**src/core/enhanced_unit_pkg.sv**
```systemverilog
package enhanced_unit_pkg;
  // ************************************************
  // register map (byte addresses)
  // ************************************************
  localparam int ADDR_W = 5;
  localparam logic [4:0] OFS_CTRL = 5'h00;
  localparam logic [4:0] OFS_DUTY = 5'h04;
  localparam logic [4:0] OFS_CMP = 5'h08;
  localparam logic [4:0] OFS_DBAND = 5'h0C;
  localparam logic [4:0] OFS_STEER = 5'h10;
  localparam logic [4:0] OFS_TSEL = 5'h14;
  localparam logic [4:0] OFS_STAT = 5'h18;
  localparam logic [4:0] OFS_CAPT = 5'h1C;
  localparam logic [7:0] CTRL_RST = 8'h00;
  localparam logic [1:0] RESP_OKAY = 2'h0;
  localparam logic [1:0] RESP_SLVERR = 2'h2;
  localparam int STAT_MATCH = 0;
  localparam int STAT_TBOVF = 1;
  localparam logic [6:0] DB_MAX = 7'h7F;
  localparam logic [3:0] CNT16_LAST = 4'hF;
  localparam logic [1:0] CNT4_LAST = 2'h3;
  // ************************************************
  // mode codes
  // ************************************************
  localparam logic [3:0] M_OFF = 4'h0;
  localparam logic [3:0] M_TOGGLE = 4'h2;
  localparam logic [3:0] M_CAP_FALL = 4'h4;
  localparam logic [3:0] M_CAP_RISE = 4'h5;
  localparam logic [3:0] M_CAP_4 = 4'h6;
  localparam logic [3:0] M_CAP_16 = 4'h7;
  localparam logic [3:0] M_SET = 4'h8;
  localparam logic [3:0] M_CLR = 4'h9;
  localparam logic [3:0] M_SWINT = 4'hA;
  localparam logic [3:0] M_SPECIAL = 4'hB;
  typedef enum logic [1:0] {OC_SINGLE, OC_FWD, OC_HALF, OC_REV} output_config_t;
  // ************************************************
  // control register layout
  // ************************************************
  typedef struct packed {
    logic [1:0] output_config;
    logic [1:0] duty_low_bits;
    logic [3:0] unit_mode_select;
  } enhanced_unit_control_t;
  typedef struct packed {
    logic awready;
    logic wready;
    logic aw_ok;
    logic w_ok;
    logic [4:0] aw_addr;
    logic [31:0] wdata;
    logic [3:0] wstrb;
    logic bvalid;
    logic [1:0] bresp;
    logic arready;
    logic rvalid;
    logic [31:0] rdata;
    logic [1:0] rresp;
    enhanced_unit_control_t ctrl;
    logic [7:0] duty_high_byte;
    logic [15:0] compare_value_pair;
    logic [6:0] deadband_count;
    logic [3:0] steering_control;
    logic tsel;
    logic unit_match_flag;
    logic timer_b_overflow_flag;
    logic [15:0] capture_value;
    logic cap_prev;
    logic [3:0] cap_cnt;
    logic match_prev;
    logic pin;
    logic pin_en;
    logic pwm_run;
    logic [9:0] duty_l;
    logic dir_l;
    logic raw_prev;
    logic [6:0] db_cnt;
    logic [3:0] out;
    logic [3:0] oe;
    logic ta_rst;
    logic tb_rst;
    logic adc_start;
  } state_t;
endpackage : enhanced_unit_pkg

```
**src/core/enhanced_capture_compare_pwm.sv**
```systemverilog
// Implementation choices: the register offsets and the AXI4-Lite interface to the registers.
`timescale 1ns/1ps
// Functional notes
// - trigger mode match on timer a resets timer a to zero
// - trigger also starts a conversion when the converter is enabled
// - a timer write in the trigger cycle beats the reset
// - second unit trigger never sets the timer b overflow flag
// - mode zero turns everything off and resets the unit
// - capture on falling, rising, every 4th or 16th rising edge
// - toggle mode inverts the pin on every match
// - set mode starts low, clear mode starts high; both raise the flag
// - interrupt-only mode raises the flag, pin back to port
// - pwm codes set a/c and b/d polarity independently
// - non-pwm modes ignore output config; only output a used
// - single output: one pwm signal steered to the outputs enabled in steering control
// - forward: d modulated, a active, b and c inactive
// - half bridge: a and b complementary with dead band
// - reverse: b modulated, c active, a and d inactive
// - duty is 10 bits: low two from control, high eight from duty byte
// - trigger resets the selected timer and sets the match flag
// - capture/compare use a 16-bit timer, pwm the 8-bit period timer
// - pwm waits for next period start before producing output
// - clearing control releases all pins; unused pins stay free
// - dead band delays each active edge; too long keeps output off
// - direction change takes effect at the next pwm period
module enhanced_capture_compare_pwm #(
  parameter int ADDR_W = enhanced_unit_pkg::ADDR_W
) (
  input wire logic aclk,
  input wire logic aresetn,
  input wire logic [ADDR_W-1:0] s_axi_awaddr,
  input wire logic s_axi_awvalid,
  output logic s_axi_awready,
  input wire logic [31:0] s_axi_wdata,
  input wire logic [3:0] s_axi_wstrb,
  input wire logic s_axi_wvalid,
  output logic s_axi_wready,
  output logic [1:0] s_axi_bresp,
  output logic s_axi_bvalid,
  input wire logic s_axi_bready,
  input wire logic [ADDR_W-1:0] s_axi_araddr,
  input wire logic s_axi_arvalid,
  output logic s_axi_arready,
  output logic [31:0] s_axi_rdata,
  output logic [1:0] s_axi_rresp,
  output logic s_axi_rvalid,
  input wire logic s_axi_rready,
  input wire logic [15:0] timer_a_count,
  input wire logic [15:0] timer_b_count,
  input wire logic timer_a_write,
  input wire logic timer_b_write,
  input wire logic timer_b_overflow,
  input wire logic second_unit_trigger,
  input wire logic second_uses_timer_b,
  input wire logic adc_enabled,
  input wire logic [7:0] pwm_timer,
  input wire logic [1:0] pwm_phase,
  input wire logic pwm_period_start,
  input wire logic capture_in,
  output logic [3:0] pwm_out,
  output logic [3:0] pwm_oe,
  output logic timer_a_reset,
  output logic timer_b_reset,
  output logic adc_start
);
  // ************************************************
  // helpers
  // ************************************************
  function automatic logic reg_hit(input logic [4:0] a);
    reg_hit = (a[1:0] == 2'h0) && (a <= enhanced_unit_pkg::OFS_CAPT);
  endfunction : reg_hit

  function automatic logic [31:0] merge(input logic [31:0] o, input logic [31:0] d,
                                         input logic [3:0] st);
    logic [31:0] r;
    r = o;
    for (int i = 0; i < 4; i++) begin
      if (st[i]) begin
        r[i*8 +: 8] = d[i*8 +: 8];
      end
    end
    merge = r;
  endfunction : merge

  enhanced_unit_pkg::state_t s_r;
  enhanced_unit_pkg::state_t s_nxt;

  function automatic logic [31:0] rd_word(input enhanced_unit_pkg::state_t s, input logic [4:0] a);
    logic [31:0] r;
    r = 32'h0;
    if (a == enhanced_unit_pkg::OFS_CTRL) begin
      r[7:0] = s.ctrl;
    end else if (a == enhanced_unit_pkg::OFS_DUTY) begin
      r[7:0] = s.duty_high_byte;
    end else if (a == enhanced_unit_pkg::OFS_CMP) begin
      r[15:0] = s.compare_value_pair;
    end else if (a == enhanced_unit_pkg::OFS_DBAND) begin
      r[6:0] = s.deadband_count;
    end else if (a == enhanced_unit_pkg::OFS_STEER) begin
      r[3:0] = s.steering_control;
    end else if (a == enhanced_unit_pkg::OFS_TSEL) begin
      r[0] = s.tsel;
    end else if (a == enhanced_unit_pkg::OFS_STAT) begin
      r[enhanced_unit_pkg::STAT_MATCH] = s.unit_match_flag;
      r[enhanced_unit_pkg::STAT_TBOVF] = s.timer_b_overflow_flag;
    end else if (a == enhanced_unit_pkg::OFS_CAPT) begin
      r[15:0] = s.capture_value;
    end
    rd_word = r;
  endfunction : rd_word

  // ************************************************
  // next state
  // ************************************************
  logic [3:0] mode;
  logic [15:0] tval;
  logic [31:0] wv;
  logic [9:0] cnt10;
  logic raw;
  logic mod_a;
  logic mod_b;
  logic [6:0] eff;
  logic [3:0] act;
  logic [3:0] steer_en;
  logic rise;
  logic fall;
  logic match_now;
  logic hit;
  logic grab;
  enhanced_unit_pkg::output_config_t oc;

  always_comb begin
    s_nxt = s_r;
    s_nxt.ta_rst = 1'b0;
    s_nxt.tb_rst = 1'b0;
    s_nxt.adc_start = 1'b0;
    mode = s_r.ctrl.unit_mode_select;
    tval = s_r.tsel ? timer_b_count : timer_a_count;
    wv = merge(rd_word(s_r, s_r.aw_addr), s_r.wdata, s_r.wstrb);
    // bus write side
    if (s_axi_awvalid && s_r.awready) begin
      s_nxt.aw_ok = 1'b1;
      s_nxt.awready = 1'b0;
      s_nxt.aw_addr = s_axi_awaddr[4:0];
    end
    if (s_axi_wvalid && s_r.wready) begin
      s_nxt.w_ok = 1'b1;
      s_nxt.wready = 1'b0;
      s_nxt.wdata = s_axi_wdata;
      s_nxt.wstrb = s_axi_wstrb;
    end
    if (s_r.aw_ok && s_r.w_ok && !s_r.bvalid) begin
      s_nxt.aw_ok = 1'b0;
      s_nxt.w_ok = 1'b0;
      s_nxt.bvalid = 1'b1;
      s_nxt.bresp = reg_hit(s_r.aw_addr) ? enhanced_unit_pkg::RESP_OKAY : enhanced_unit_pkg::RESP_SLVERR;
      if (s_r.aw_addr == enhanced_unit_pkg::OFS_CTRL) begin
        s_nxt.ctrl = wv[7:0];
        if (wv[3:0] == enhanced_unit_pkg::M_SET) begin
          s_nxt.pin = 1'b0;
        end else if (wv[3:0] == enhanced_unit_pkg::M_CLR) begin
          s_nxt.pin = 1'b1;
        end
      end else if (s_r.aw_addr == enhanced_unit_pkg::OFS_DUTY) begin
        s_nxt.duty_high_byte = wv[7:0];
      end else if (s_r.aw_addr == enhanced_unit_pkg::OFS_CMP) begin
        s_nxt.compare_value_pair = wv[15:0];
      end else if (s_r.aw_addr == enhanced_unit_pkg::OFS_DBAND) begin
        s_nxt.deadband_count = wv[6:0];
      end else if (s_r.aw_addr == enhanced_unit_pkg::OFS_STEER) begin
        s_nxt.steering_control = wv[3:0];
      end else if (s_r.aw_addr == enhanced_unit_pkg::OFS_TSEL) begin
        s_nxt.tsel = wv[0];
      end else if (s_r.aw_addr == enhanced_unit_pkg::OFS_STAT && s_r.wstrb[0]) begin
        if (s_r.wdata[enhanced_unit_pkg::STAT_MATCH]) begin
          s_nxt.unit_match_flag = 1'b0;
        end
        if (s_r.wdata[enhanced_unit_pkg::STAT_TBOVF]) begin
          s_nxt.timer_b_overflow_flag = 1'b0;
        end
      end
    end
    if (s_r.bvalid && s_axi_bready) begin
      s_nxt.bvalid = 1'b0;
      s_nxt.awready = 1'b1;
      s_nxt.wready = 1'b1;
    end
    // bus read side
    if (s_axi_arvalid && s_r.arready) begin
      s_nxt.arready = 1'b0;
      s_nxt.rvalid = 1'b1;
      s_nxt.rdata = rd_word(s_r, s_axi_araddr[4:0]);
      s_nxt.rresp = reg_hit(s_axi_araddr[4:0]) ? enhanced_unit_pkg::RESP_OKAY : enhanced_unit_pkg::RESP_SLVERR;
    end
    if (s_r.rvalid && s_axi_rready) begin
      s_nxt.rvalid = 1'b0;
      s_nxt.arready = 1'b1;
    end
    // overflow flag: only the timer's own overflow sets it
    if (timer_b_overflow) begin
      s_nxt.timer_b_overflow_flag = 1'b1;
    end
    // second unit trigger resets its timer, never sets the overflow flag
    if (second_unit_trigger) begin
      if (second_uses_timer_b) begin
        s_nxt.tb_rst = !timer_b_write;
      end else begin
        s_nxt.ta_rst = !timer_a_write;
      end
      s_nxt.adc_start = adc_enabled;
    end
    // ************************************************
    // capture and compare
    // ************************************************
    match_now = (tval == s_r.compare_value_pair);
    hit = match_now && !s_r.match_prev;
    s_nxt.match_prev = match_now;
    rise = capture_in && !s_r.cap_prev;
    fall = !capture_in && s_r.cap_prev;
    s_nxt.cap_prev = capture_in;
    grab = 1'b0;
    case (mode)
      enhanced_unit_pkg::M_TOGGLE: begin
        s_nxt.pin_en = 1'b1;
        if (hit) begin
          s_nxt.pin = ~s_r.pin;
        end
      end
      enhanced_unit_pkg::M_SET: begin
        s_nxt.pin_en = 1'b1;
        if (hit) begin
          s_nxt.pin = 1'b1;
          s_nxt.unit_match_flag = 1'b1;
        end
      end
      enhanced_unit_pkg::M_CLR: begin
        s_nxt.pin_en = 1'b1;
        if (hit) begin
          s_nxt.pin = 1'b0;
          s_nxt.unit_match_flag = 1'b1;
        end
      end
      enhanced_unit_pkg::M_SWINT: begin
        s_nxt.pin_en = 1'b0;
        if (hit) begin
          s_nxt.unit_match_flag = 1'b1;
        end
      end
      enhanced_unit_pkg::M_SPECIAL: begin
        s_nxt.pin_en = 1'b0;
        if (hit) begin
          s_nxt.unit_match_flag = 1'b1;
          if (s_r.tsel) begin
            s_nxt.tb_rst = !timer_b_write;
          end else begin
            s_nxt.ta_rst = !timer_a_write;
          end
          s_nxt.adc_start = adc_enabled;
        end
      end
      enhanced_unit_pkg::M_CAP_FALL: begin
        s_nxt.pin_en = 1'b0;
        grab = fall;
      end
      enhanced_unit_pkg::M_CAP_RISE: begin
        s_nxt.pin_en = 1'b0;
        grab = rise;
      end
      enhanced_unit_pkg::M_CAP_4, enhanced_unit_pkg::M_CAP_16: begin
        s_nxt.pin_en = 1'b0;
        if (rise) begin
          s_nxt.cap_cnt = s_r.cap_cnt + 4'h1;
          grab = (mode == enhanced_unit_pkg::M_CAP_4) ? (s_r.cap_cnt[1:0] == enhanced_unit_pkg::CNT4_LAST)
                                             : (s_r.cap_cnt == enhanced_unit_pkg::CNT16_LAST);
        end
      end
      default: begin
        s_nxt.pin_en = 1'b0;
        if (mode == enhanced_unit_pkg::M_OFF) begin
          s_nxt.pin = (s_nxt.ctrl.unit_mode_select == enhanced_unit_pkg::M_CLR);
          s_nxt.cap_cnt = 4'h0;
          s_nxt.pwm_run = 1'b0;
          s_nxt.db_cnt = 7'h00;
        end
      end
    endcase
    if (grab) begin
      s_nxt.capture_value = tval;
      s_nxt.unit_match_flag = 1'b1;
    end
    // ************************************************
    // pwm
    // ************************************************
    cnt10 = {pwm_timer, pwm_phase};
    raw = s_r.pwm_run && (cnt10 < s_r.duty_l);
    if (mode[3:2] != 2'h3) begin
      s_nxt.pwm_run = 1'b0;
    end else if (pwm_period_start) begin
      s_nxt.pwm_run = 1'b1;
      s_nxt.duty_l = {s_r.duty_high_byte, s_r.ctrl.duty_low_bits};
      s_nxt.dir_l = s_r.ctrl.output_config[1];
    end
    // dead band: count cycles since the raw signal last changed
    if (raw != s_r.raw_prev) begin
      eff = 7'h00;
    end else if (s_r.db_cnt != enhanced_unit_pkg::DB_MAX) begin
      eff = s_r.db_cnt + 7'h01;
    end else begin
      eff = s_r.db_cnt;
    end
    s_nxt.db_cnt = eff;
    s_nxt.raw_prev = raw;
    mod_a = raw && (eff >= s_r.deadband_count);
    mod_b = !raw && s_r.pwm_run && (eff >= s_r.deadband_count);
    if (s_r.ctrl.output_config[0]) begin
      oc = s_r.dir_l ? enhanced_unit_pkg::OC_REV : enhanced_unit_pkg::OC_FWD;
    end else begin
      oc = enhanced_unit_pkg::output_config_t'(s_r.ctrl.output_config);
    end
    steer_en = s_r.steering_control;
    case (oc)
      enhanced_unit_pkg::OC_SINGLE: begin
        act = {4{raw}};
        s_nxt.oe = steer_en;
      end
      enhanced_unit_pkg::OC_FWD: begin
        act = {raw, 1'b0, 1'b0, s_r.pwm_run};
        s_nxt.oe = 4'hF;
      end
      enhanced_unit_pkg::OC_HALF: begin
        act = {1'b0, 1'b0, mod_b, mod_a};
        s_nxt.oe = 4'h3;
      end
      default: begin
        act = {1'b0, s_r.pwm_run, raw, 1'b0};
        s_nxt.oe = 4'hF;
      end
    endcase
    if (mode[3:2] == 2'h3) begin
      s_nxt.out[0] = act[0] ^ mode[1];
      s_nxt.out[2] = act[2] ^ mode[1];
      s_nxt.out[1] = act[1] ^ mode[0];
      s_nxt.out[3] = act[3] ^ mode[0];
    end else begin
      s_nxt.out = {3'h0, s_r.pin};
      s_nxt.oe = {3'h0, s_r.pin_en && (mode != enhanced_unit_pkg::M_OFF)};
    end
  end

  // ************************************************
  // state register
  // ************************************************
  always_ff @(posedge aclk) begin
    if (!aresetn) begin
      s_r <= '0;
      s_r.awready <= 1'b1;
      s_r.wready <= 1'b1;
      s_r.arready <= 1'b1;
      s_r.ctrl <= enhanced_unit_pkg::CTRL_RST;
    end else begin
      s_r <= s_nxt;
    end
  end

  assign s_axi_awready = s_r.awready;
  assign s_axi_wready = s_r.wready;
  assign s_axi_bvalid = s_r.bvalid;
  assign s_axi_bresp = s_r.bresp;
  assign s_axi_arready = s_r.arready;
  assign s_axi_rvalid = s_r.rvalid;
  assign s_axi_rdata = s_r.rdata;
  assign s_axi_rresp = s_r.rresp;
  assign pwm_out = s_r.out;
  assign pwm_oe = s_r.oe;
  assign timer_a_reset = s_r.ta_rst;
  assign timer_b_reset = s_r.tb_rst;
  assign adc_start = s_r.adc_start;
endmodule : enhanced_capture_compare_pwm

```
**config.mk**
```make
export PLATFORM = sky130hd
export DESIGN_NAME = enhanced_capture_compare_pwm
export DESIGN_NICKNAME = d
export VERILOG_FILES = /design/src/core/enhanced_unit_pkg.sv /design/src/core/enhanced_capture_compare_pwm.sv
export SDC_FILE = /design/constraint.sdc
export NUM_CORES = 1
export LEC_CHECK = 0
export BUFFER_PORTS_ARGS = -buffer_cell sky130_fd_sc_hd__buf_4
export CORE_AREA = 2 2 117 119
export CTS_BUF_LIST = sky130_fd_sc_hd__clkbuf_8
export CTS_CLUSTER_DIAMETER = 150
export DETAILED_ROUTE_END_ITERATION = 10
export DIE_AREA = 0 0 119 121
export PLACE_DENSITY = 0.87
export SYNTH_ARGS = -nofsm -noshare
export SYNTH_HDL_FRONTEND = slang
export SYNTH_SLANG_ARGS = --single-unit
```
**constraint.sdc**
```tcl
create_clock -name aclk -period 6.1 [get_ports aclk]
set_input_delay 1.22 -clock aclk [delete_from_list [all_inputs] [get_ports aclk]]
set_output_delay 1.22 -clock aclk [all_outputs]
set_load 0.05 [all_outputs]
```
==> impl_metrics.env <==
export IMPL_status="finished, final reports clean"
export IMPL_p_int_uw=1430
export IMPL_rsz0062_at_grt="no"
export IMPL_vias=6821
export IMPL_cts_htree_levels=4
export IMPL_drt_wl_total_um=19200
export IMPL_yosys_register_bits=149
export IMPL_fillers=1092
export IMPL_synth_cells=922
export IMPL_pwr_share_comb_pct=13.3
export IMPL_power_density_mw_per_mm2=231
export IMPL_setup_slack_ns=1.60
export IMPL_worstPathRequired_ns=6.44
export IMPL_synthArstFlopShare_pct=0
export IMPL_critPathLaunchType="input port"
export IMPL_ctsHoldBuffers=0
export IMPL_synth_top_area_cell="dfxtp_1"
export IMPL_ys_types=67
export IMPL_multiInputGateArea_mm2=0.00414
export IMPL_p_leak_uw=0.00327
export IMPL_total_power_uw=2020
export IMPL_fin_nets=1094
export IMPL_finalCriticalPeriod_ns=4.50
export IMPL_dp_cells=1130
export IMPL_io_pin_count=155
export IMPL_insertedDiodeCount=0
export IMPL_die_height_um=121
export IMPL_numCtsBuffers=17
export IMPL_die_x_um=119
export IMPL_p_switching_uw=585
export IMPL_fin_crit_sh_pct=73.8
export IMPL_p_seq_share_pct=50.7
export IMPL_vias_per_cell=5.87
export IMPL_place_gp_congestion=0.919
export IMPL_drc=0
export IMPL_cts_root_buf="clkbuf_8"
export IMPL_grt_overflow_total=0
export IMPL_max_slew_margin_pct=20.6
export IMPL_core_area_mm2=0.0131
export IMPL_synth_edf_count=0
export IMPL_firstDrtPassIters=5
export IMPL_path_clk_slew_ns=0.08
export IMPL_layoutNonFillerInstCount=1162
export IMPL_synth_main_ff_cell="dfxtp_1"
export IMPL_synth_top_cell_area_share_pct=38.5
export IMPL_grt_max_degree=78
export IMPL_fin_tns_setup_ns=0
export IMPL_grt_pass1_vias=6174
export IMPL_post_cts_buffers=0
export IMPL_synthTopCellsByArea="dfxtp_1 (39%), mux2i_1 (7.5%), nor2_1 (5.5%)"
export IMPL_cp_end_kind="flip-flop"
export IMPL_slew_viol_final=0
export IMPL_preCtsSetupSlack_ns=1.15
export IMPL_rows=42
export IMPL_dieArea_mm2=0.0144
export IMPL_cts_tree="built"
export IMPL_grtUsageTotal_pct=26.9
export IMPL_cts_resized_gates=0
export IMPL_grt_pass1_wl_um=30800
export IMPL_avgSynthCellArea_um2=8.40
export IMPL_clock_sinks=149
export IMPL_crit_type="input port to flip-flop"
export IMPL_switching_share_pct=29.0
export IMPL_initial_utilization_pct=59.2
export IMPL_io_buffers=118
export IMPL_syn_area_mm2=0.00774
export IMPL_drive_above_1_share_pct=17.4
export IMPL_worstPathMaxFanout=14
export IMPL_post_drt_wl_per_cell_um=16.5
export IMPL_tightestPinTransition_ns=1.19
export IMPL_antenna_found_initial=0
export IMPL_fmax_mhz=222
export IMPL_finalSetupViolCount=0
export IMPL_ctsLongestPathBuffers=2
export IMPL_dpl_hpwl_um=13900
export IMPL_seqCellArea_mm2=0.00298
export IMPL_insertion_delay_ns=0.46
export IMPL_area_growth_pct=12.6
export IMPL_drtAntennaViolNets=0
export IMPL_cap_violations=0
export IMPL_hold_class="flip-flop to flip-flop"
export IMPL_clockPowerShare_pct=36.0
export IMPL_vdd_ir_drop_max_uv=183
export IMPL_yosysWarnings=0
export IMPL_synth_seq_area_share_pct=38.5
export IMPL_hold_violations=0
export IMPL_skew_ns=0.0114
export IMPL_drt_iter0_drc=568
export IMPL_arrival_ns=4.84
-- worst max-delay path: stages --
cell and delay (ns):
buf_4 0.11, ha_1 0.29, a21o_1 0.15, a2111oi_0 0.40, o21a_1 0.30, o211ai_1 0.18, xnor2_1 0.17, buf_4 0.18
nand2b_1 0.15, ha_1 0.26, nand2b_1 0.14, a21o_1 0.17, a21oi_1 0.15, o211ai_1 0.18, o211a_1 0.27, a2111oi_0 0.40
a211oi_1 0.08
-- power by group through the flow --
stage	Clock (uW)	Combinational [uW]	Sequential, uW
final	728	268	1020
after global routing	776	291	1030
after CTS	737	266	1020
after detailed placement	0	265	1040
after global placement	0	259	1040
after floorplan	0	197	1040
-- layout by cell type (no fill, tap or decap), drive strengths merged, types with 4 or more instances in the layout --
cell	Yosys	final
inv	23	28
a221oi	4	4
dfxtp	149	149
nor2	113	113
xor2	10	10
ha	18	18
nand4	10	10
a21oi	61	61
a21bo	4	4
a22oi	14	14
mux2	5	5
nor3b	5	5
clkbuf	43	18
o21a	5	5
or3	5	5
mux2i	58	58
and3	9	9
nor3	23	23
o21ai	22	22
a31oi	6	6
conb	1	18
a211oi	43	43
o221ai	5	5
and2	8	8
nand2b	9	9
o211a	5	5
xnor2	15	15
clkinvlp	0	5
a22o	11	11
nor4	5	5
nand3	12	12
a21o	5	5
nand2	108	108
buf	64	122
o211ai	6	6
-- cells in the mapped netlist (6+ instances only) --
master and number:
buf_2 7, nand2_1 107, nand2b_1 9, buf_4 44, buf_1 10, clkbuf_1 43
inv_1 23, xor2_1 10, a211oi_1 43, a22oi_1 14, o21ai_0 22, nand4_1 10
a31oi_1 6, nor3_1 21, and3_1 9, a22o_1 11, nor2_1 113, dfxtp_1 149
mux2i_1 58, nand3_1 12, o211ai_1 6, a21oi_1 61, ha_1 18, and2_1 8
xnor2_1 15
-- cell type report --
| cell class | instances | area share [%] |
|---|---|---|
| timing repair buffer | 122 | 10.5 |
| inverter | 23 | 1.00 |
| clock buffer | 18 | 2.84 |
| sequential | 149 | 34.2 |
| clock inverter | 14 | 1.46 |
| tap | 176 | 2.52 |
| multi-input combinational | 660 | 47.5 |
-- kinds of logic after synthesis --
kind of cell	synth area share, %
XOR/XNOR	2.83
buffers and inverters	8.84
multiplexers	8.81
adder cells (fa/ha/maj)	2.91
AND/OR/NAND/NOR	18.8
AO/OA/AOI/OAI	19.2
other	0.0484
flip-flops	38.5
-- final timing paths --
path,from,endpoint,slack [ns],depth (start not counted)
max,pwm_timer[2],pwm_out[0],1.60,17
min,s_r[152],s_r[152],0.46,2
max reg2reg,s_r[24],pwm_out[0],2.10,17
min reg2reg,s_r[152],s_r[152],0.46,2
-- layer usage --
| layer | share of wire (%) | GRT usage [%] | vias to the layer above |
|---|---|---|---|
| li1 | - | - | 3313 |
| met1 | 42 | 35.7 | 3149 |
| met2 | 48 | 42.9 | 305 |
| met3 | 7.5 | 5.17 | 54 |
| met4 | 3.2 | 11.4 | 0 |
| met5 | 0 | 0 | - |
-- per-stage QoR --
step	hold slack [ns]	cell area, um2	utilization, %
2_1_floorplan	0.432	7810	-
3_3_place_gp	0.443	8350	63.8
3_5_place_dp	0.447	8350	63.8
4_1_cts	0.458	8720	66.7
5_1_grt	0.476	8720	66.7
6_report	0.459	8720	66.7
-- flip-flops by register name, summed over array words and instances, names as in the netlist, 4 cells and up --
register,count
steer_en,4
pwm_oe,4
pwm_out,4
s_axi_rdata,16
s_r,107
mode,4
(Power assumes the default switching activity.)
